**src/verilog/cpg_consts.svh**
```systemverilog
`ifndef CPG_CONSTS_SVH
`define CPG_CONSTS_SVH

`define CPG_ADDR_P4           32'hffc00000
`define CPG_ADDR_AREA7        32'h1fc00000
`define CPG_FRQ_WIDTH         16
`define CPG_BIT_CLKOUT_EN     11
`define CPG_BIT_PLL1_EN       10
`define CPG_BIT_PLL2_EN       9
`define CPG_CORE_MSB          8
`define CPG_CORE_LSB          6
`define CPG_BUS_MSB           5
`define CPG_BUS_LSB           3
`define CPG_PER_MSB           2
`define CPG_PER_LSB           0
`define CPG_RESET_MODE0       16'h0e1a
`define CPG_RESET_MODE1       16'h0e23
`define CPG_RESET_MODE23      16'h0e13
`define CPG_RESET_MODE45      16'h0e0a
`define CPG_WRITE_MASK        16'hefff
`define CPG_STAB_TIME_NS      1000
`define CPG_CLK_PERIOD_NS     5
`define CPG_STAB_CYCLES       ((`CPG_STAB_TIME_NS + `CPG_CLK_PERIOD_NS - 1) / `CPG_CLK_PERIOD_NS)

`endif

```
**src/verilog/cpg_pkg.sv**
```systemverilog
package cpg_pkg;
    typedef enum logic [1:0] {
        CPG_RUN,
        CPG_STOPPED,
        CPG_SETTLE
    } cpg_state_e;
    typedef logic [2:0] cpg_ratio_t;
endpackage : cpg_pkg
```
**src/verilog/cpg_clock_gen.sv**
```systemverilog
`timescale 1ns/1ps
`include "cpg_consts.svh"
// Notes on behaviour
// - Three enables, core, bus and peripheral, each divided per register field.
// - Mode pins pick one of six modes with fixed ratios after power-on.
// - First PLL multiplies input by six; enable edges align to the base rate.
// - PLL enable bits start or stop the multiplied clock to save power.
// - Bus-phase output pin toggles in step with the bus enable.
// - Without the first PLL, input rate is halved for even duty.
// - Oscillator select pin chooses external clock or crystal oscillator.
// - Clock-out-enable pin low while unstable or self-refresh, high during reset.
// - Clock output pin toggles or is held low per register enable bit.
// - Sixteen-bit read/write register at two addresses, reset from mode pins.
// - Software writes change the three ratios independently.
// - Sleep and standby stop clocks; module standby gates single modules.
// - Stabilization count runs before resuming after standby or frequency change.
// - Mode 0 resets to 0e1a, mode 1 to 0e23.
// - Only listed low nine-bit ratio codes are legal.
// - Only power-on reset initializes register; word accesses only.
// - Bits 11,10,9 enables; core 8:6, bus 5:3, peripheral 2:0.
module cpg_clock_gen
    import cpg_pkg::*;
#(
    parameter int STAB_CYCLES = `CPG_STAB_CYCLES,
    parameter int MODULES     = 8
) (
    input  wire logic               clk,
    input  wire logic               reset,
    input  wire logic [2:0]         mode_select_pins,
    input  wire logic               oscillator_select,
    input  wire logic               reg_select,
    input  wire logic               reg_write,
    input  wire logic               reg_word,
    input  wire logic [31:0]        reg_addr,
    input  wire logic [15:0]        reg_wdata,
    input  wire logic               sleep_req,
    input  wire logic               standby_req,
    input  wire logic               wake_req,
    input  wire logic               self_refresh,
    input  wire logic [MODULES-1:0] module_stop,
    output logic [15:0]             reg_rdata,
    output logic                    reg_ack,
    output logic                    core_tick,
    output logic                    bus_tick,
    output logic                    periph_tick,
    output logic [MODULES-1:0]      module_tick,
    output logic                    clock_output_pin,
    output logic                    clock_out_enable_pin,
    output logic                    crystal_enable,
    output logic                    settling
);
    logic [2:0]       mode_meta;
    logic [2:0]       mode_sync;
    logic [1:0]       osc_sync;
    logic             por_seen;
    logic [15:0]      frequency_control;
    logic [15:0]      next_frequency_control;
    logic [15:0]      next_rdata;
    logic             next_ack;
    logic             hit;
    cpg_state_e       state;
    cpg_state_e       next_state;
    logic [15:0]      stab_count;
    logic [15:0]      next_stab_count;
    logic             half_phase;
    logic             next_half_phase;
    cpg_ratio_t       per_code;
    logic             run;
    logic             core_raw;
    logic             bus_raw;
    logic             per_raw;
    logic             next_clock_out;
    logic             next_cke;
    logic [4:0]       core_div;
    logic [4:0]       bus_div;
    logic [4:0]       per_div;

    // Mode and oscillator select pins come from off-chip and pass two flops first
    always_ff @(posedge clk) begin
        mode_meta <= mode_select_pins;
        mode_sync <= mode_meta;
        osc_sync  <= {osc_sync[0], oscillator_select};
    end

    function automatic logic [15:0] mode_reset(input logic [2:0] m);
        case (m)
            3'h0:    mode_reset = `CPG_RESET_MODE0;
            3'h1:    mode_reset = `CPG_RESET_MODE1;
            3'h2,
            3'h3:    mode_reset = `CPG_RESET_MODE23;
            default: mode_reset = `CPG_RESET_MODE45;
        endcase
    endfunction : mode_reset

    // Ratio code to divisor in base cycles; unknown codes fall back to slowest
    function automatic logic [4:0] ratio_div(input cpg_ratio_t r);
        case (r)
            3'h0:    ratio_div = 5'h01;
            3'h1:    ratio_div = 5'h02;
            3'h2:    ratio_div = 5'h03;
            3'h3:    ratio_div = 5'h04;
            3'h4:    ratio_div = 5'h06;
            3'h5:    ratio_div = 5'h08;
            default: ratio_div = 5'h08;
        endcase
    endfunction : ratio_div

    assign hit = reg_select && reg_word && ((reg_addr == `CPG_ADDR_P4)
               || (reg_addr == `CPG_ADDR_AREA7));

    always_comb begin
        next_frequency_control = frequency_control;
        next_rdata             = reg_rdata;
        next_ack               = 1'b0;
        if (!por_seen) begin
            next_frequency_control = mode_reset(mode_sync);
        end else if (hit) begin
            next_ack = 1'b1;
            if (reg_write) begin
                next_frequency_control = reg_wdata & `CPG_WRITE_MASK;
            end else begin
                next_rdata = frequency_control;
            end
        end
    end

    // Mode pins settle through the synchroniser before being sampled
    always_ff @(posedge clk) begin
        if (reset) begin
            frequency_control <= `CPG_RESET_MODE0;
            reg_rdata         <= 16'h0000;
            reg_ack           <= 1'b0;
            por_seen          <= 1'b0;
        end else begin
            frequency_control <= next_frequency_control;
            reg_rdata         <= next_rdata;
            reg_ack           <= next_ack;
            por_seen          <= 1'b1;
        end
    end

    assign core_div = ratio_div(frequency_control[`CPG_CORE_MSB:`CPG_CORE_LSB]);
    assign bus_div  = ratio_div(frequency_control[`CPG_BUS_MSB:`CPG_BUS_LSB]);
    assign per_code = frequency_control[`CPG_PER_MSB:`CPG_PER_LSB];
    // Peripheral codes run one step slower than core and bus codes; 5 and up are unlisted
    assign per_div  = (per_code >= 3'h5) ? 5'h08 : ratio_div(3'(per_code + 3'h1));

    always_comb begin
        next_state      = state;
        next_stab_count = stab_count;
        next_half_phase = !half_phase;
        case (state)
            CPG_RUN: begin
                if (sleep_req || standby_req) begin
                    next_state = CPG_STOPPED;
                end else if (hit && reg_write && (reg_wdata[8:0] != frequency_control[8:0]
                             || reg_wdata[10:9] != frequency_control[10:9])) begin
                    next_state      = CPG_SETTLE;
                    next_stab_count = 16'(STAB_CYCLES);
                end
            end
            CPG_STOPPED: begin
                if (wake_req) begin
                    next_state      = CPG_SETTLE;
                    next_stab_count = 16'(STAB_CYCLES);
                end
            end
            CPG_SETTLE: begin
                if (stab_count <= 16'h0001) begin
                    next_state      = CPG_RUN;
                    next_stab_count = 16'h0000;
                end else begin
                    next_stab_count = stab_count - 16'h0001;
                end
            end
            default: next_state = CPG_RUN;
        endcase
    end

    always_ff @(posedge clk) begin
        if (reset) begin
            state      <= CPG_SETTLE;
            stab_count <= 16'(STAB_CYCLES);
            half_phase <= 1'b0;
        end else begin
            state      <= next_state;
            stab_count <= next_stab_count;
            half_phase <= next_half_phase;
        end
    end

    // Bypassing the first PLL runs the dividers on alternate cycles, halving the rate
    // Second PLL only aligns phase, so its enable does not change the rate
    assign run = (state == CPG_RUN)
               && (frequency_control[`CPG_BIT_PLL1_EN] || half_phase);

    cpg_divider u_core (.clk(clk), .reset(reset), .run(run), .divisor(core_div),
                        .tick(core_raw));
    cpg_divider u_bus  (.clk(clk), .reset(reset), .run(run), .divisor(bus_div),
                        .tick(bus_raw));
    cpg_divider u_per  (.clk(clk), .reset(reset), .run(run), .divisor(per_div),
                        .tick(per_raw));

    always_comb begin
        next_clock_out = clock_output_pin;
        if (!frequency_control[`CPG_BIT_CLKOUT_EN]) begin
            next_clock_out = 1'b0;
        end else if (bus_raw) begin
            next_clock_out = ~clock_output_pin;
        end
        next_cke = !self_refresh && (state == CPG_RUN);
    end

    always_ff @(posedge clk) begin
        if (reset) begin
            core_tick            <= 1'b0;
            bus_tick             <= 1'b0;
            periph_tick          <= 1'b0;
            clock_output_pin     <= 1'b0;
            clock_out_enable_pin <= 1'b1;
            crystal_enable       <= 1'b0;
            settling             <= 1'b1;
        end else begin
            core_tick            <= core_raw;
            bus_tick             <= bus_raw;
            periph_tick          <= per_raw;
            clock_output_pin     <= next_clock_out;
            clock_out_enable_pin <= next_cke;
            crystal_enable       <= osc_sync[1];
            settling             <= (next_state == CPG_SETTLE);
        end
    end

    genvar gi;
    generate
        for (gi = 0; gi < MODULES; gi++) begin : g_mod
            always_ff @(posedge clk) begin
                if (reset) begin
                    module_tick[gi] <= 1'b0;
                end else begin
                    module_tick[gi] <= per_raw && !module_stop[gi];
                end
            end
        end
    endgenerate

    property p_cke_low_in_refresh;
        @(posedge clk) disable iff (reset) self_refresh |=> !clock_out_enable_pin;
    endproperty
    a_cke_low_in_refresh: assert property (p_cke_low_in_refresh)
        else $error("clock out enable high during self refresh");

    property p_no_tick_stopped;
        @(posedge clk) disable iff (reset)
            state == CPG_STOPPED ##1 state == CPG_STOPPED |=> !core_tick;
    endproperty
    a_no_tick_stopped: assert property (p_no_tick_stopped)
        else $error("core tick while stopped");

    property p_wake_settles;
        @(posedge clk) disable iff (reset)
            (state == CPG_STOPPED && wake_req) |=> state == CPG_SETTLE;
    endproperty
    a_wake_settles: assert property (p_wake_settles)
        else $error("wake did not enter settling");

    property p_settle_ends;
        @(posedge clk) disable iff (reset)
            $rose(state == CPG_SETTLE) |-> ##[1:1000] state != CPG_SETTLE;
    endproperty
    a_settle_ends: assert property (p_settle_ends)
        else $error("settling never ended");

    property p_clkout_held;
        @(posedge clk) disable iff (reset)
            !frequency_control[`CPG_BIT_CLKOUT_EN] |=> !clock_output_pin;
    endproperty
    a_clkout_held: assert property (p_clkout_held)
        else $error("clock output toggled while disabled");

    property p_pll_off_no_tick;
        @(posedge clk) disable iff (reset)
            (!frequency_control[`CPG_BIT_PLL1_EN] && !half_phase) |=> !bus_raw;
    endproperty
    a_pll_off_no_tick: assert property (p_pll_off_no_tick)
        else $error("bus tick off the half-rate phase");

    property p_write_lands;
        @(posedge clk) disable iff (reset)
            (por_seen && hit && reg_write) |=>
                frequency_control == ($past(reg_wdata) & `CPG_WRITE_MASK);
    endproperty
    a_write_lands: assert property (p_write_lands)
        else $error("register write lost");

    property p_read_returns;
        @(posedge clk) disable iff (reset)
            (por_seen && hit && !reg_write) |=>
                reg_ack && reg_rdata == $past(frequency_control);
    endproperty
    a_read_returns: assert property (p_read_returns)
        else $error("register read wrong");

    c_sleep: cover property (@(posedge clk) disable iff (reset) state == CPG_STOPPED);
    c_settle: cover property (@(posedge clk) disable iff (reset)
        state == CPG_SETTLE ##1 state == CPG_RUN);
    c_write: cover property (@(posedge clk) disable iff (reset) hit && reg_write);
endmodule : cpg_clock_gen

```
**src/verilog/cpg_divider.sv**
```systemverilog
`timescale 1ns/1ps
module cpg_divider
    import cpg_pkg::*;
(
    input  wire logic       clk,
    input  wire logic       reset,
    input  wire logic       run,
    input  wire logic [4:0] divisor,
    output logic            tick
);
    logic [4:0] count;
    logic [4:0] next_count;
    logic       next_tick;

    always_comb begin
        next_count = count;
        next_tick  = 1'b0;
        if (run) begin
            if (count + 5'h01 >= divisor) begin
                next_count = 5'h00;
                next_tick  = 1'b1;
            end else begin
                next_count = count + 5'h01;
            end
        end
    end

    always_ff @(posedge clk) begin
        if (reset) begin
            count <= 5'h00;
            tick  <= 1'b0;
        end else begin
            count <= next_count;
            tick  <= next_tick;
        end
    end
endmodule : cpg_divider

```
**config.mk**
```make
export PLATFORM = sky130hd
export DESIGN_NAME = cpg_clock_gen
export DESIGN_NICKNAME = d
export VERILOG_FILES = /design/src/verilog/cpg_pkg.sv /design/src/verilog/cpg_clock_gen.sv /design/src/verilog/cpg_divider.sv
export VERILOG_INCLUDE_DIRS = /design/src /design/src/verilog
export SDC_FILE = /design/constraint.sdc
export NUM_CORES = 1
export LEC_CHECK = 0
export ABC_AREA = 1
export BUFFER_PORTS_ARGS = -buffer_cell sky130_fd_sc_hd__buf_4
export CAP_MARGIN = 20
export CORE_MARGIN = 5
export CORE_UTILIZATION = 35
export CTS_CLUSTER_DIAMETER = 30
export DETAILED_ROUTE_END_ITERATION = 6
export PLACE_DENSITY = 0.63
export SETUP_SLACK_MARGIN = 0.02
export SLEW_MARGIN = 0
export SYNTH_ARGS = -nofsm -noshare
export SYNTH_HDL_FRONTEND = slang
export SYNTH_HIERARCHICAL = 1
export SYNTH_SLANG_ARGS = --single-unit
export TNS_END_PERCENT = 10
```
**constraint.sdc**
```tcl
create_clock -name clk -period 4.4 [get_ports clk]
set_input_delay 0.22 -clock clk [delete_from_list [all_inputs] [get_ports clk]]
set_output_delay 0.22 -clock clk [all_outputs]
set_load 0.01 [all_outputs]
```
# [Word-level counts from Yosys, hierarchy flattened]
# Index checks and enable logic that the tools add are counted.
[op_classes] n_addsub=5 n_lt_le_gt_ge=5 n_eq_ne=27 n_mux=26 n_bitwise=5 n_reduce_logical=41
[op_table] op="$mux W16" n=7
[op_table] op="$pmux W4 S5" n=3
[op_table] op="$pmux W16 S3" n=1
[op_table] op="$eq A32 B29 Y1 const B" n=1
[op_table] op="$eq A32 B32 Y1 const B" n=1
[op_table] op="$eq A3 B2 Y1 const B" n=8
[op_table] op="$mux W5" n=4
[op_table] op="$pmux W6 S3" n=1
[op_table] op="$le A16 B1 Y1 const B" n=1
[op_table] op="$sub A16 B1 Y16 const B" n=1
[op_table] op="$add A5 B1 Y5 const B" n=3
[op_table] op="$logic_and A1 B1 Y1" n=14
[op_table] op="$eq A3 B1 Y1 const B" n=4
[op_table] op="$logic_not A3 Y1" n=4
[op_table] op="$ge A5 B4 Y1" n=2
[op_table] op="$logic_not A1 Y1" n=10
[op_table] op="$eq A3 B3 Y1 const B" n=3
[op_table] op="$ne A9 B9 Y1" n=1
[op_table] op="$mux W2" n=4
[op_table] op="$ne A2 B2 Y1 const B" n=4
[op_table] op="$reduce_or A2 Y1" n=4
[op_table] op="$pmux W2 S3" n=1
[op_table] op="$ge A5 B5 Y1" n=1
[op_table] op="$mux W1" n=5
[op_table] op="13 further kinds" n=21
[totals] register_bits=94 inputBits=69

# [Longest topological paths before layout]
[depth] word_depth=9 depth_mapped=13 depth_no_buf=13

# [By module]
# Netlist, hierarchy kept.
[by_module_without_submodules] module="cpg_clock_gen" n_inst=1 cells_each=451 area_per_inst_um2=3359.5 seq_area_each_um2=1481.4
[by_module_without_submodules] module="cpg_divider" n_inst=3 cells_each=65 area_per_inst_um2=434.2 seq_area_each_um2=120.1

# [Worst setup path after synthesis]
# Ideal clock, no wire load.
[synth_timing] kind="register to register" from="reg u_bus.count[0]" to="reg u_bus.count[0]" setup_time_ns=0.116 t_arrival_ns=1.550 path_slack_ns=2.734 path_stages_with_launch=13 path_buffers=0 period_less_slack_ns=1.666 cell_sequence="dfxtp_1 > ha_1 > nand4_1 > nand2_1 > inv_1 > ha_1 > nand2_1 > nor2_1 > nand2_1 > nand3_1 > nand2_1 > nand2_1 > nor2_1"
[synth_via] elab_chain_cells=3
[synth_rtl] element="from (decl)" line="cpg_divider.sv:11" source="logic [4:0] count;"
[synth_rtl] element="from (signal assigned)" line="cpg_divider.sv:33" source="count <= next_count;"
[synth_rtl] element="$add A5 B1 Y5 *" line="cpg_divider.sv:19, cpg_divider.sv:23"
[synth_rtl] element="$ge A5 B4 Y1" line="cpg_divider.sv:19" source="if (count + 5'h01 >= divisor) begin"
[synth_rtl] element="$mux W5 *" line="cpg_divider.sv:19"
# Mark *: on every way between the ends. The rest lies on a longest branch, timed or not.
# A chain may end at the register's enable or synchronous reset.

# [Final worst setup path]
[layout_timing] from="reg u_bus.count[0]" to="reg u_bus.count[2]"
# Same word-level chain as after synthesis.

==> impl_metrics.env <==
export IMPL_yosysSeqAreaShare_pct=39.5
export IMPL_via_per_inst=4.41
export IMPL_power_total_uw=1810
export IMPL_synthToLayoutAreaGrowth_pct=25.6
export IMPL_cp_arrival_ns=2.13
export IMPL_ys_warn_count=6
export IMPL_initial_core_util_pct=35.5
export IMPL_slew_headroom_pct=29.4
export IMPL_rsz0062_at_grt="no"
export IMPL_die_w_um=125
export IMPL_drive_above_1_share_pct=19.7
export IMPL_clock_sinks=92
export IMPL_worst_path_most_repeated_cell="nand2_1"
export IMPL_drt_iter0_drc=148
export IMPL_insertedDiodeCount=0
export IMPL_routed_via_count=4086
export IMPL_holdWs_ns=0.0234
export IMPL_worst_pin_slew_ns=1.06
export IMPL_period_minus_slack_ns=1.90
export IMPL_p_leak_uw=0.00270
export IMPL_min_period_over_period_pct=43.1
export IMPL_hpwlAfterDp_um=8100
export IMPL_die_area_um2=15700
export IMPL_synth_top_area_share_pct=39.5
export IMPL_ant_nets=0
export IMPL_critPathRequiredTime_ns=4.63
export IMPL_status="finished, final reports clean"
export IMPL_fp_dieH_um=125
export IMPL_async_reset_ff_share_pct=0
export IMPL_grt_pass1_vias=3885
export IMPL_first_pass_iters=4
export IMPL_io_pins=101
export IMPL_postSynthCellCount=646
export IMPL_clk_latency_ns=0.34
export IMPL_h_tree_depth=3
export IMPL_ys_seq_elements=92
export IMPL_clock_root_buffer="clkbuf_16"
export IMPL_slew_viol_final=0
export IMPL_finalHoldViolCount=0
export IMPL_synth_cell_area_um2=4660
export IMPL_io_buffers=98
export IMPL_peakVddDrop_v=0.000276
export IMPL_fin_ws_ns=2.50
export IMPL_fmax_mhz=527
export IMPL_crit_chain="ha_1 > xnor2_1 > inv_1 > ha_1 > inv_1 > a21oi_1 > nand2_1 > nand3_1 > nand2_1 > nand2_1 > nor2_1"
export IMPL_powerDensity_nw_per_um2=308
export IMPL_seqCellArea_um2=1840
export IMPL_wl_per_cell_um=11.4
export IMPL_cap_violations=0
export IMPL_syn_area_per_cell_um2=7.22
export IMPL_fillers=1366
export IMPL_rows=42
export IMPL_synth_ff_type="dfxtp_1"
export IMPL_cts_path_max_buffers=2
export IMPL_setup_tns_ns=0
export IMPL_multiInputGateArea_um2=2340
export IMPL_dpl_worst_slack_ns=2.13
export IMPL_slowest_stage="dfxtp_1"
export IMPL_grt_max_degree=44
export IMPL_worstSetupStartpointType="flop"
export IMPL_core_area_um2=13100
export IMPL_grt_usage_pct=13.8
export IMPL_end_kind="flop"
export IMPL_worst_path_buf_inv=2
export IMPL_routabilityCongestion=0.809
export IMPL_grt_pass1_wl_um=18000
export IMPL_finalWirelength_um=10600
export IMPL_grt_ovfl_total=0
export IMPL_skew_ns=0.00573
export IMPL_finalSetupViolCount=0
export IMPL_yosysTopAreaCell="dfxtp_1"
export IMPL_synth_edf_count=0
export IMPL_critPathKind="reg -> reg"
export IMPL_synthTopCellsByArea="dfxtp_1, nor2_1, nand2_1"
export IMPL_post_route_drc_count=0
export IMPL_holdCritPathClass="in -> reg"
export IMPL_cts_tree="yes"
export IMPL_slowest_delay_ns=0.36
export IMPL_nets=835
export IMPL_cts_buffers_inserted=9
export IMPL_cpLargestDelayFamily="adder cells"
export IMPL_critPathMaxFanout=5
export IMPL_yosys_cell_types_count=46
export IMPL_clkSlewWorstSetupHoldPaths_ns=0.06
export IMPL_antenna_found_initial=0
## cells by family (layout without fill, tap and decap cells)
logic type                 after synthesis  after routing  share of synthesized area, %
xor gates and xnor gates                22             22                          4.13
and+or+nand+nor                        309            309                          28.6
muxes                                    3              3                         0.644
adders and majority gates               20             20                          5.37
buffers and inverters                  120            222                          10.6
other                                    1              4                        0.0804
DFF                                     92             92                          39.5
AOI/OAI and AO/OA                       79             79                          11.1
## routing by layer
layer | vias up | wire (um) | track usage [%]
met1 | 1780 | 4720 | 16.7
met2 | 52 | 5390 | 24.0
met4 | 0 | 122 | 4.02
met5 | - | 0 | 0
li1 | 2243 | - | -
met3 | 11 | 372 | 3.75
## cells in the final DEF (no fill, tap or decap), types with 7 or more instances in the layout
master / netlist / routed
nor2_1: 116 / 116
nand2_1: 112 / 112
buf_4: 1 / 99
inv_1: 98 / 98
dfxtp_1: 92 / 92
nand3_1: 40 / 40
a21oi_1: 22 / 22
ha_1: 20 / 20
o21ai_0: 19 / 19
xnor2_1: 15 / 15
a211oi_1: 13 / 13
nand4_1: 12 / 12
clkbuf_16: 0 / 9
xor2_1: 7 / 7
nand2_2: 7 / 7
a21oi_2: 7 / 7
## registers in the layout (all words and copies together) (netlist names), 2 cells and up
name               flops
u_bus/count            5
frequency_control     15
u_core/count           5
osc_sync               2
u_per/count            5
stab_count            16
state                  2
module_tick            8
reg_rdata             15
mode_sync              3
mode_meta              3
## worst paths after layout
kind | to | from | slack [ns] | cells past startpoint
max | u_bus/count[2]$_SDFFE_PP0P_ | u_bus/count[0]$_SDFFE_PP0P_ | 2.50 | 11
min | module_tick[2]$_SDFF_PP0_ | module_stop[2] | 0.02 | 2
max reg2reg | u_bus/count[2]$_SDFFE_PP0P_ | u_bus/count[0]$_SDFFE_PP0P_ | 2.50 | 11
min reg2reg | osc_sync[1]$_DFF_P_ | osc_sync[0]$_DFF_P_ | 0.33 | 0
## where the power goes
group / leakage (uW) / internal [uW] / switching, uW
Clock: 0.000133 / 440 / 316
Combinational: 0.00182 / 88.4 / 86.2
Sequential: 0.000749 / 854 / 21.5
Total: 0.00270 / 1380 / 424
## cells in the mapped netlist (2+ instances only)
master    count
nor2_1      116
nand2_1     112
inv_1        98
dfxtp_1      92
nand3_1      40
a21oi_1      22
ha_1         20
o21ai_0      19
xnor2_1      15
a211oi_1     13
nand4_1      12
a21oi_2       7
clkbuf_1      7
nand2_2       7
xor2_1        7
inv_2         4
nor3_1        4
and2_1        3
buf_2         3
clkbuf_2      3
mux2i_1       3
nor2_2        3
o21ai_1       3
o21ai_2       3
or2_2         3
a211oi_2      2
a21o_1        2
buf_6         2
nand2_4       2
nand3_2       2
o21bai_1      2
## what timing repair did
action | in CTS | in global routing
hold endpoints to repair | 4 | 0
gates resized for setup | 0 | 0
setup endpoints to repair | 0 | 0
buffers inserted | 0 | 0
hold buffers | 4 | 0
## per-stage QoR
stage	util [%]	cells	instance area, um^2
global placement	42.1	907	5530
finish	44.6	927	5860
global route	44.6	927	5860
floorplan	-	649	4670
detailed placement	42.1	907	5530
CTS	44.6	927	5860
## cell type report
type | instances | area share [%]
Clock buffer | 12 | 4.04
Clock inverter | 4 | 0.855
Inverter | 103 | 6.60
Multi-Input combinational cell | 437 | 39.9
Sequential cell | 92 | 31.4
Tap cell | 176 | 3.76
Timing Repair Buffer | 103 | 13.4
No activity file was read; power rests on OpenSTA's default activity.
